==> config.mk <==
export PLATFORM = sky130hd
export DESIGN_NAME = mpcr_regs
export DESIGN_NICKNAME = d
export VERILOG_FILES = /design/src/rtl/mpcr_apb_decode.v /design/src/rtl/mpcr_regs.v
export VERILOG_INCLUDE_DIRS = /design/src /design/src/rtl
export SDC_FILE = /design/constraint.sdc
export NUM_CORES = 1
export LEC_CHECK = 0
export BUFFER_PORTS_ARGS = -buffer_cell sky130_fd_sc_hd__buf_2
export CAP_MARGIN = 25
export CORE_MARGIN = 1
export CORE_UTILIZATION = 34
export CTS_CLUSTER_SIZE = 14
export DETAILED_ROUTE_END_ITERATION = 12
export GPL_TIMING_DRIVEN = 0
export PLACE_DENSITY = 0.76
export SYNTH_ARGS = -nofsm -noshare
export SYNTH_HDL_FRONTEND = slang
export SYNTH_HIERARCHICAL = 1
export SYNTH_SLANG_ARGS = --single-unit
==> constraint.sdc <==
create_clock -name clk -period 3.8 [get_ports clk]
set_input_delay 0.95 -clock clk [delete_from_list [all_inputs] [get_ports clk]]
set_output_delay 0.95 -clock clk [all_outputs]
set_load 0.005 [all_outputs]
==> src/rtl/mpcr_defines.vh <==
/*
 holds register offsets, field positions, reset values and encodings
 of the master port configuration register bank.
 assumes inclusion by bare name from the rtl files.
*/
`ifndef MPCR_DEFINES_VH
`define MPCR_DEFINES_VH

`define MPCR_ADDR_W 12
`define MPCR_OFF_CLK_MODE 12'h020
`define MPCR_OFF_MERGE_BYP 12'h024
`define MPCR_OFF_LONG_BURST 12'h02c
`define MPCR_OFF_WR_MARK 12'h040
`define MPCR_OFF_HOST_CTRL 12'h044
`define MPCR_OFF_ISSUE_OVR 12'h108

`define MPCR_CLK_MODE_W 3
`define MPCR_CLK_MODE_RST 3'h4
`define MPCR_CLK_SYNC_1_1 3'h0
`define MPCR_CLK_SYNC_M_1 3'h1
`define MPCR_CLK_SYNC_1_N 3'h2
`define MPCR_CLK_SYNC_M_N 3'h3
`define MPCR_CLK_ASYNC 3'h4

`define MPCR_MERGE_BYP_RST 1'h0
`define MPCR_LONG_BURST_RST 1'h0
`define MPCR_WR_MARK_W 4
`define MPCR_HOST_CTRL_W 2
`define MPCR_HOST_CTRL_RST 2'h0
`define MPCR_HOST_DECERR_BIT 0
`define MPCR_HOST_INCR_BIT 1
`define MPCR_ISSUE_OVR_W 2
`define MPCR_ISSUE_OVR_RST 2'h0
`define MPCR_ISSUE_RD_BIT 0
`define MPCR_ISSUE_WR_BIT 1

`endif

==> src/rtl/mpcr_apb_decode.v <==
/*
 apb address decoder for the config bank: one-hot register select.
 assumes word-aligned byte addresses; presence flags come from the top.
*/
`timescale 1ns/100ps
`include "mpcr_defines.vh"

module mpcr_apb_decode #(
  parameter HAS_CLK_MODE = 1,
  parameter HAS_MERGE = 1,
  parameter HAS_LONG_BURST = 1,
  parameter HAS_WR_MARK = 1,
  parameter HAS_HOST = 1,
  parameter HAS_ISSUE = 1
) (
  input wire [`MPCR_ADDR_W-1:0] paddr,
  output reg [5:0] sel
);
  // absent registers never select, so they act as reserved
  always @* begin
    sel = 6'h00;
    case (paddr)
      `MPCR_OFF_CLK_MODE: sel[0] = (HAS_CLK_MODE != 0);
      `MPCR_OFF_MERGE_BYP: sel[1] = (HAS_MERGE != 0);
      `MPCR_OFF_LONG_BURST: sel[2] = (HAS_LONG_BURST != 0);
      `MPCR_OFF_WR_MARK: sel[3] = (HAS_WR_MARK != 0);
      `MPCR_OFF_HOST_CTRL: sel[4] = (HAS_HOST != 0);
      `MPCR_OFF_ISSUE_OVR: sel[5] = (HAS_ISSUE != 0);
      default: sel = 6'h00;
    endcase
  end
endmodule // mpcr_apb_decode

==> src/rtl/mpcr_regs.v <==
/*
 master port configuration register bank behind an apb slave.
 assumes pclk-domain apb master on clk; outputs feed the port datapath.
*/
// Local design decision: the APB register port.
// What this block does
// - clock mode is 3-bit rw: 0..3 sync variants, 4 async, 5-7 reserved
// - clock mode exists only if programmable; resets to async (4)
// - merge bypass is one rw bit, reset 0, only when resizing width
// - long burst bit 0 forbids long output bursts, 1 allows them
// - long burst bit exists only when downsizing to axi4; rw, reset 0
// - without programmability the long burst default holds: none emitted
// - 4-bit write fifo mark only takes effect with a nonzero-mark fifo
// - write fifo mark resets to the generation-time configured level
// - host bus control: 2 rw bits, reset 0; bit0 decode err, bit1 incr
// - issue override bits: bit0 forces read, bit1 write issuing to one
// - issue override exists only when resizing or any channel has fifo
`timescale 1ns/100ps
`include "mpcr_defines.vh"

module mpcr_regs #(
  parameter PROGRAMMABLE = 1,
  parameter CLK_MODE_PROG = 1,
  parameter RESIZING = 1,
  parameter DOWNSIZE_AXI4 = 1,
  parameter WRITE_DATA_FIFO_PRESENT = 1,
  parameter [`MPCR_WR_MARK_W-1:0] WR_MARK_CFG = 4'h8,
  parameter HOST_PORT = 1,
  parameter ANY_FIFO = 1
) (
  input wire clk,
  input wire rst_n,
  input wire psel,
  input wire penable,
  input wire pwrite,
  input wire [`MPCR_ADDR_W-1:0] paddr,
  input wire [31:0] pwdata,
  output reg [31:0] prdata,
  output reg pready,
  output reg pslverr,
  output reg [`MPCR_CLK_MODE_W-1:0] clk_mode,
  output reg merge_bypass,
  output reg long_burst_en,
  output reg wr_mark_en,
  output reg [`MPCR_WR_MARK_W-1:0] wr_mark_level,
  output reg decerr_en,
  output reg force_incr,
  output reg rd_issue_one,
  output reg wr_issue_one
);
  localparam HAS_CLK = (PROGRAMMABLE != 0) && (CLK_MODE_PROG != 0);
  localparam HAS_MERGE = (PROGRAMMABLE != 0) && (RESIZING != 0);
  localparam HAS_LB = (PROGRAMMABLE != 0) && (DOWNSIZE_AXI4 != 0);
  localparam MARK_LIVE = (WRITE_DATA_FIFO_PRESENT != 0) && (WR_MARK_CFG != 4'h0);
  localparam HAS_MARK = (PROGRAMMABLE != 0) && MARK_LIVE;
  localparam HAS_HOST = (PROGRAMMABLE != 0) && (HOST_PORT != 0);
  localparam HAS_ISS = (PROGRAMMABLE != 0) &&
    ((RESIZING != 0) || (ANY_FIFO != 0));

  localparam ST_IDLE = 2'b01;
  localparam ST_DONE = 2'b10;

  reg [1:0] state_r;
  reg [`MPCR_CLK_MODE_W-1:0] clk_mode_r;
  reg merge_r;
  reg long_burst_r;
  reg [`MPCR_WR_MARK_W-1:0] mark_r;
  reg [`MPCR_HOST_CTRL_W-1:0] host_r;
  reg [`MPCR_ISSUE_OVR_W-1:0] issue_r;
  reg [31:0] rdata_nxt;
  wire [5:0] sel;
  wire acc;
  wire wr;

  mpcr_apb_decode #(
    .HAS_CLK_MODE(HAS_CLK),
    .HAS_MERGE(HAS_MERGE),
    .HAS_LONG_BURST(HAS_LB),
    .HAS_WR_MARK(HAS_MARK),
    .HAS_HOST(HAS_HOST),
    .HAS_ISSUE(HAS_ISS)
  ) u_dec (
    .paddr(paddr),
    .sel(sel)
  );

  // one wait state: answer in the cycle after the first access cycle
  assign acc = psel & penable & (state_r == ST_IDLE);
  assign wr = acc & pwrite;

  // zero-extended pad helper for the read mux
  function [31:0] pad;
    input [3:0] v;
    begin
      pad = {28'h0000000, v};
    end
  endfunction

  always @* begin
    rdata_nxt = 32'h00000000;
    case (1'b1)
      sel[0]: rdata_nxt = pad({1'b0, clk_mode_r});
      sel[1]: rdata_nxt = pad({3'h0, merge_r});
      sel[2]: rdata_nxt = pad({3'h0, long_burst_r});
      sel[3]: rdata_nxt = pad(mark_r);
      sel[4]: rdata_nxt = pad({2'h0, host_r});
      sel[5]: rdata_nxt = pad({2'h0, issue_r});
      default: rdata_nxt = 32'h00000000;
    endcase
  end

  always @(posedge clk) begin
    if (!rst_n) begin
      state_r <= ST_IDLE;
      pready <= 1'b0;
      pslverr <= 1'b0;
      prdata <= 32'h00000000;
    end else begin
      case (state_r)
        ST_IDLE: begin
          if (acc) begin
            state_r <= ST_DONE;
            pready <= 1'b1;
            prdata <= pwrite ? 32'h00000000 : rdata_nxt;
          end
        end
        ST_DONE: begin
          state_r <= ST_IDLE;
          pready <= 1'b0;
          prdata <= 32'h00000000;
        end
        default: begin
          state_r <= ST_IDLE;
          pready <= 1'b0;
        end
      endcase
    end
  end

  // writes land at the taking edge; absent registers keep their reset
  always @(posedge clk) begin
    if (!rst_n) begin
      clk_mode_r <= `MPCR_CLK_MODE_RST;
      merge_r <= `MPCR_MERGE_BYP_RST;
      long_burst_r <= `MPCR_LONG_BURST_RST;
      mark_r <= WR_MARK_CFG;
      host_r <= `MPCR_HOST_CTRL_RST;
      issue_r <= `MPCR_ISSUE_OVR_RST;
    end else begin
      if (wr && sel[0])
        clk_mode_r <= pwdata[`MPCR_CLK_MODE_W-1:0];
      if (wr && sel[1])
        merge_r <= pwdata[0];
      if (wr && sel[2])
        long_burst_r <= pwdata[0];
      if (wr && sel[3])
        mark_r <= pwdata[`MPCR_WR_MARK_W-1:0];
      if (wr && sel[4])
        host_r <= pwdata[`MPCR_HOST_CTRL_W-1:0];
      if (wr && sel[5])
        issue_r <= pwdata[`MPCR_ISSUE_OVR_W-1:0];
    end
  end

  // registered outputs; reserved clock codes pass as written, the
  // datapath owns their meaning
  always @(posedge clk) begin
    if (!rst_n) begin
      clk_mode <= `MPCR_CLK_MODE_RST;
      merge_bypass <= 1'b0;
      long_burst_en <= 1'b0;
      wr_mark_en <= 1'b0;
      wr_mark_level <= {`MPCR_WR_MARK_W{1'b0}};
      decerr_en <= 1'b0;
      force_incr <= 1'b0;
      rd_issue_one <= 1'b0;
      wr_issue_one <= 1'b0;
    end else begin
      clk_mode <= clk_mode_r;
      merge_bypass <= merge_r;
      long_burst_en <= long_burst_r & (HAS_LB != 0);
      wr_mark_en <= MARK_LIVE;
      wr_mark_level <= mark_r;
      decerr_en <= host_r[`MPCR_HOST_DECERR_BIT];
      force_incr <= host_r[`MPCR_HOST_INCR_BIT];
      rd_issue_one <= issue_r[`MPCR_ISSUE_RD_BIT];
      wr_issue_one <= issue_r[`MPCR_ISSUE_WR_BIT];
    end
  end
endmodule // mpcr_regs

==> results of run 1 <==
==> stage by stage <==
stage               std cells  setup WS (ps)  total power, mW  util, %  area (µm²)
finish                    292           1050            0.795     48.6        2000
global route              292            955            0.831     48.6        2000
CTS                       292           1100            0.804     48.6        2000
detailed placement        284            784            0.416     45.3        1870
global placement          284            786            0.416     45.3        1870
floorplan                 195           1070            0.397        -        1610
==> cells by family after synthesis <==
group,after synthesis
and+or+nand+nor,68
buffers and inverters,42
DFF,33
AOI/OAI and AO/OA,17
muxes,6
other,1
==> power by group through the flow <==
stage,sequential [mW],clock (mW),combinational [mW]
4_1_cts,0.349,0.395,0.0597
3_3_place_gp,0.356,0,0.0592
3_5_place_dp,0.357,0,0.0596
5_1_grt,0.349,0.414,0.0683
2_1_floorplan,0.357,0,0.0408
6_report,0.349,0.385,0.0608
==> metal layers <==
| metal | up-vias | routed length [µm] | GRT usage (%) |
|---|---|---|---|
| met5 | - | 0 | 0 |
| met4 | 0 | 36 | 6.25 |
| met3 | 4 | 211 | 6.00 |
| met2 | 45 | 1370 | 23.4 |
| met1 | 560 | 1280 | 15.0 |
| li1 | 658 | - | - |
==> cells in the final DEF, fill, tap and decap left out, types with 2 or more instances in the layout <==
| cell type | synthesis | final |
|---|---|---|
| or4_1 | 2 | 2 |
| nor4_1 | 2 | 2 |
| nand3_1 | 6 | 6 |
| inv_1 | 9 | 9 |
| clkbuf_1 | 2 | 2 |
| buf_4 | 29 | 29 |
| or4b_1 | 3 | 3 |
| and2_1 | 7 | 7 |
| buf_2 | 1 | 40 |
| mux2i_1 | 6 | 6 |
| conb_1 | 1 | 29 |
| nor4_2 | 2 | 2 |
| bufinv_16 | 0 | 2 |
| and2b_1 | 2 | 2 |
| nand2_1 | 27 | 27 |
| dfxtp_1 | 33 | 33 |
| o21ai_0 | 6 | 6 |
| a21oi_1 | 3 | 3 |
| nor3_1 | 6 | 6 |
| o31ai_1 | 2 | 2 |
| clkbuf_8 | 0 | 5 |
==> layout make-up <==
| cell class | count | area [µm²] | share of cell area, % |
|---|---|---|---|
| Multi-Input combinational cell | 120 | 672 | 33.6 |
| Sequential cell | 33 | 661 | 33.0 |
| Buffer | 33 | 241 | 12.1 |
| Timing Repair Buffer | 39 | 195 | 9.76 |
| Clock buffer | 5 | 68.8 | 3.44 |
| Clock inverter | 3 | 65.1 | 3.25 |
| Tap cell | 50 | 62.6 | 3.13 |
| Inverter | 9 | 33.8 | 1.69 |
==> worst min path at each step <==
stage                      start       endpoint  slack (ps)  cells after the start
global placement       prdata[1]      prdata[1]         440                      2
CTS                    prdata[1]      prdata[1]         460                      2
global route           prdata[1]      prdata[1]         470                      2
finish                 prdata[1]      prdata[1]         450                      2
detailed placement     prdata[1]      prdata[1]         440                      2
floorplan           long_burst_r  long_burst_en         420                      2
==> cells in the mapped netlist, drive strengths merged, types with 2 or more instances <==
cell    instances  share of area (%)
clkbuf          2               0.50
and2b           2                1.0
or4             3                1.7
or4b            4                2.9
a21oi           3                1.0
mux2i           6                4.0
dfxtp          33                 44
o21ai           7                2.3
buf            31                 16
and2            7                2.9
o31ai           2                1.0
inv             9                2.2
nand3           6                2.0
nand2          27                6.7
nor4            4                2.5
nor3            6                2.0
==> state kept, by name (all words and copies together), names as in the netlist, 2 cells and up <==
| signal | count |
|---|---|
| clk_mode_r | 3 |
| prdata | 4 |
| wr_mark_level | 4 |
| mark_r | 4 |
| clk_mode | 3 |
| issue_r | 2 |
| host_r | 2 |
==> worst max-delay path: stages <==
cell	delay, ps
buf_2	100
or4_1	580
nor4_2	490
and2b_1	190
nor3_1	40
a221o_1	360
a22o_1	200
==> impl_metrics.tcl, run 1 <==
set metrics [dict create \
    slew_viol_final 0 \
    syn_avg_cell_area_um2 9.00 \
    cts_hold_buf 0 \
    crit_path_start_kind "primary input" \
    viasPerCell 4.34 \
    std_cell_rows 23 \
    synth_area_um2 1500 \
    drc_errors 0 \
    maxCapViolations 0 \
    combinationalPowerShare_pct 7.6 \
    netSwitchingPower_uw 153 \
    reg2reg_to "host_r[1]" \
    cts_tree "yes" \
    synth_cells 167 \
    ys_seq_elements 33 \
    p_leak_nw 1.05 \
    worst-slew-pin-transition_ps 774 \
    synth-edff-count 0 \
    start_util_pct 36.5 \
    post_cts_buffers 0 \
    io_pins 97 \
    internal_power_uw 641 \
    synth.distinct_cells 37 \
    fin_crit_sh_pct 72.5 \
    async_flop_share_pct 0 \
    swShare_pct 19.3 \
    wirelength_um 2890 \
    muxShareOfSynthArea_pct 4.00 \
    dp_hpwl_um 2340 \
    portBuffers 39 \
    finalClockSkew_ps 6.84 \
    grt_overflow 0 \
    cts_resized 0 \
    grt_pass1_wl_um 4640 \
    max_freq_mhz 363 \
    synth_xor_area_share_pct 0 \
    seq_power_share_pct 43.9 \
    synth-compound-area-share_pct 6.99 \
    rsz0062_at_grt "no" \
    path_class "primary input to register" \
    grt_start_max_net_pins 12 \
    cts_buffers 5 \
    antenna_left 0 \
    worstHoldPathType "register to register" \
    firstDrtPassIters 4 \
    crit_path_max_fanout 6 \
    clockBufferDepth 2 \
    root_buffer "clkbuf_8" \
    die_height_um 68.5 \
    yosys_warnings 6 \
    setup_viol 0 \
    place_congestion 0.800 \
    antenna_found_initial 0 \
    ff2ff_path_depth 5 \
    r2r_slack_ps 2470 \
    ys.flop_type "dfxtp_1" \
    grtUsageTotal_pct 13.9 \
    wl_per_cell_um 9.90 \
    htreeDepth 2 \
    peakVddDrop_uv 212 \
    cp.arrival_ps 2920 \
    cp.required_ps 3970 \
    dieArea_um2 4690 \
    clk_transition_reported_paths_ps 60 \
    hold-worst-slack_ps 450 \
    grt_pass1_vias 1072 \
    hold_viol 0 \
    diodes 0 \
    outcome "finished, final reports clean" \
    area_delta_synth_final_pct 33.1 \
    clkPwrFrac_pct 48.5 \
    dieWidth_um 68.5 \
    synth-simple-area-share_pct 26.5 \
    drt_iter0_drc 30 \
    insertion_delay_ps 280 \
    crit_end "prdata[0]" \
    timing.rr.start "pready" \
    critPathCaptureType "register" \
    max_slew_margin_pct 48.0 \
    fillers 415 \
    p_per_area_nw_per_um2 397 \
    core_um2 4120 \
    finalSetupTns_ps 0 \
    cts_sinks 33 \
    synth_top_family_by_area "simple AND/OR/NAND/NOR gates" \
    crit_path_start "paddr[4]" \
    finalNetCount 290 \
    routed-via-count 1267 \
    yosysSeqAreaShare_pct 44.0 \
    fin_crit_ps 2750 \
    drive_gt1_share_pct 35.1 \
    synthAdderAreaFrac_pct 0 \
]
No activity file was read; power rests on OpenSTA's default activity.
==> run 2, diff against run 1 <==
ABC_AREA = 1   (was default)
PLACE_DENSITY = 0.74   (was 0.76)
clock period = 2.9 ns   (was 3.8 ns; I/O delays follow)
==> run 2 against run 1 <==
Compared with the run above: critical path depth up 7; the flow now finishes with violations (DRC); sequential share of layout area decreased by 1.1 points; first-iteration DRC count grew 150%; via count up 14%; highest routed layer unchanged; clock skew decreased by 2.5 ps; synthesized cell count increased by 36%.
==> impl_metrics.tcl, run 2 <==
set metrics [dict create \
    outcome "finished, violations left" \
    violations "DRC" \
    insertion_delay_ps 280 \
    wirelength_um 3000 \
    synth_area_um2 1620 \
    viasPerCell 4.08 \
    finalClockSkew_ps 4.37 \
    swShare_pct 22.6 \
    synth.most_common_cell "nand2_1" \
    clkPwrFrac_pct 36.6 \
    reg2reg_to "mark_r[1]" \
    die_height_um 71.1 \
    cp.arrival_ps 1960 \
    dp_hpwl_um 2420 \
    dieWidth_um 71.1 \
    async_flop_share_pct 0 \
    crit_path_start_kind "primary input" \
    drc_errors 4 \
    crit_path_max_fanout 5 \
    fin_crit_sh_pct 60.3 \
    synth.distinct_cells 21 \
    portBuffers 39 \
    drive_gt1_share_pct 29.1 \
    internal_power_uw 672 \
    synth.area.top_cells "dfxtp_1 41%, buf_4 13%, nand2_1 13%" \
    std_cell_rows 24 \
    critPathMostFrequentCell "nand2_1" \
    synth_top_area_share_pct 40.7 \
    hold-worst-slack_ps 430 \
    dieArea_um2 5060 \
    cts_buffers 5 \
    path_class "primary input to register" \
    htreeDepth 2 \
    p_per_area_nw_per_um2 419 \
    hold_viol 0 \
    finalSetupTns_ps 0 \
    netSwitchingPower_uw 196 \
    root_buffer "clkbuf_8" \
    cp.buffers_inverters 3 \
    worst_hold_path.num_cells 2 \
    fin_cells 354 \
    combinationalPowerShare_pct 10.7 \
    grtUsageTotal_pct 12.7 \
    post-place-cells 346 \
    synth_cells 227 \
    cp_slowest_cell "nor2_1" \
    r2r_slack_ps 1660 \
    grt_pass1_wl_um 4890 \
    ys.flop_type "dfxtp_1" \
    largest_registers "mark_r (4), prdata (4), wr_mark_level (4)" \
    setup_viol 0 \
    placed_cell_area_um2 1990 \
    area_delta_synth_final_pct 27.4 \
    grt_pass1_vias 1163 \
    cts_sinks 33 \
    slew_viol_final 0 \
    rsz0062_at_grt "no" \
    post_cts_buffers 0 \
    cp.required_ps 3110 \
    core_um2 4470 \
    timing.rr.start "pready" \
    final_cell_mix "55 x nand2_1, 41 x buf_2, 34 x inv_1, 33 x dfxtp_1" \
    antenna_left 0 \
    worstHoldPathType "register to register" \
    p_leak_nw 1.12 \
    final_common_cell "nand2_1" \
    synth_largest_area_cell "dfxtp_1" \
    synth_commonest_cells "55 x nand2_1, 34 x inv_1, 33 x dfxtp_1" \
    routed-via-count 1443 \
    drt_iter0_drc 74 \
    diodes 0 \
    cp_slowest_stage_delay_ps 270 \
    yosys_warnings 6 \
    antenna_found_initial 0 \
    grt_overflow 0 \
    ff2ff_path_depth 6 \
    firstDrtPassIters 10 \
    max_freq_mhz 572 \
    finalNetCount 350 \
    synth-edff-count 0 \
    place_congestion 0.803 \
    cts_tree "yes" \
    maxCapViolations 0 \
    cpLargestDelayFamily "simple AND/OR/NAND/NOR gates" \
    final_cell_area_um2 2070 \
    ys_seq_elements 33 \
    cp_cell_sequence "buf_2, inv_1, nand2_2, nor2_4, nand2_2, nor2_1, inv_1, nand2_1, nand3_1, nand2_1, nand2_1, nand2_1, nand2_1, a21oi_1" \
    critPathCaptureType "register" \
    seq_power_share_pct 52.7 \
    cts_hold_buf 0 \
    syn_avg_cell_area_um2 7.15 \
    fin_crit_ps 1750 \
    clk_transition_reported_paths_ps 60 \
    start_util_pct 36.3 \
    wl_per_cell_um 8.49 \
    clockBufferDepth 2 \
    hp-start "long_burst_r" \
    grt_start_max_net_pins 11 \
    cts_resized 0 \
    io_pins 97 \
    peakVddDrop_uv 161 \
    yosysSeqAreaShare_pct 40.7 \
    worstHoldEndpoint "long_burst_en" \
]
==> run 2: cell types whose count changed in the layout (fill, tap and decap cells not counted), sizes merged, moves of 6 or more <==
cell   previous run  this run
nand3             6        19
nand2            27        58
and2              7         0
inv               9        36
mux2i             6         0
a21oi             3        19
nor2              0        17
==> run 2: how the worst max path moves through the flow <==
stage                   start   endpoint  slack (ps)  depth (start not counted)
finish              paddr[10]  prdata[0]        1150                         14
global route        paddr[10]  prdata[0]         970                         14
CTS                 paddr[10]  prdata[0]        1150                         14
detailed placement   paddr[6]  prdata[2]         850                         12
global placement    paddr[10]  prdata[0]         900                         14
floorplan           paddr[10]  prdata[0]        1160                         13
==> run 2: cell type report <==
type	count	area, µm²
Inverter	36	135
Timing Repair Buffer	39	195
Tap cell	52	65.1
Fill cell	473	2400
Multi-Input combinational cell	151	676
Clock buffer	8	80.1
Sequential cell	33	661
Buffer	35	258
==> run 2: through the flow <==
| stage | util [%] | power [mW] | setup slack [ps] |
|---|---|---|---|
| 3_3_place_gp | 44.5 | 0.558 | 897 |
| 3_5_place_dp | 44.5 | 0.559 | 846 |
| 2_1_floorplan | - | 0.533 | 1160 |
| 6_report | 46.3 | 0.868 | 1150 |
| 5_1_grt | 46.3 | 0.912 | 968 |
| 4_1_cts | 46.3 | 0.879 | 1150 |
==> run 2: power by group through the flow <==
stage	combinational (mW)	sequential, mW	clock (mW)
after floorplan	0.0653	0.467	0
after global placement	0.0907	0.467	0
after detailed placement	0.0917	0.467	0
after CTS	0.0919	0.457	0.330
after global routing	0.104	0.457	0.351
final	0.0931	0.457	0.318
==> run 2: layer usage <==
layer  GRT usage [%]  vias up  wire length, µm
li1                -      783                -
met1            14.3      588             1270
met2            21.3       69             1410
met3            4.27        3              286
met4            6.67        0               33
met5               0        -                0
==> run 2: cells by family (layout without fill, tap and decap cells) <==
| family | count (synthesis) | in the layout | synth area share [%] |
|---|---|---|---|
| buf+inv | 71 | 118 | 24.2 |
| simple gates | 98 | 98 | 27.4 |
| other cells | 1 | 29 | 0.231 |
| flops | 33 | 33 | 40.7 |
| compound gates | 24 | 24 | 7.55 |
==> run 2: worst register-to-register path, stage by stage, from the launching register on <==
cell,delay [ps]
dfxtp_1,310
inv_1,100
nand4_4,120
nor2_4,210
nand2_1,160
o21ai_0,170
a21oi_1,50
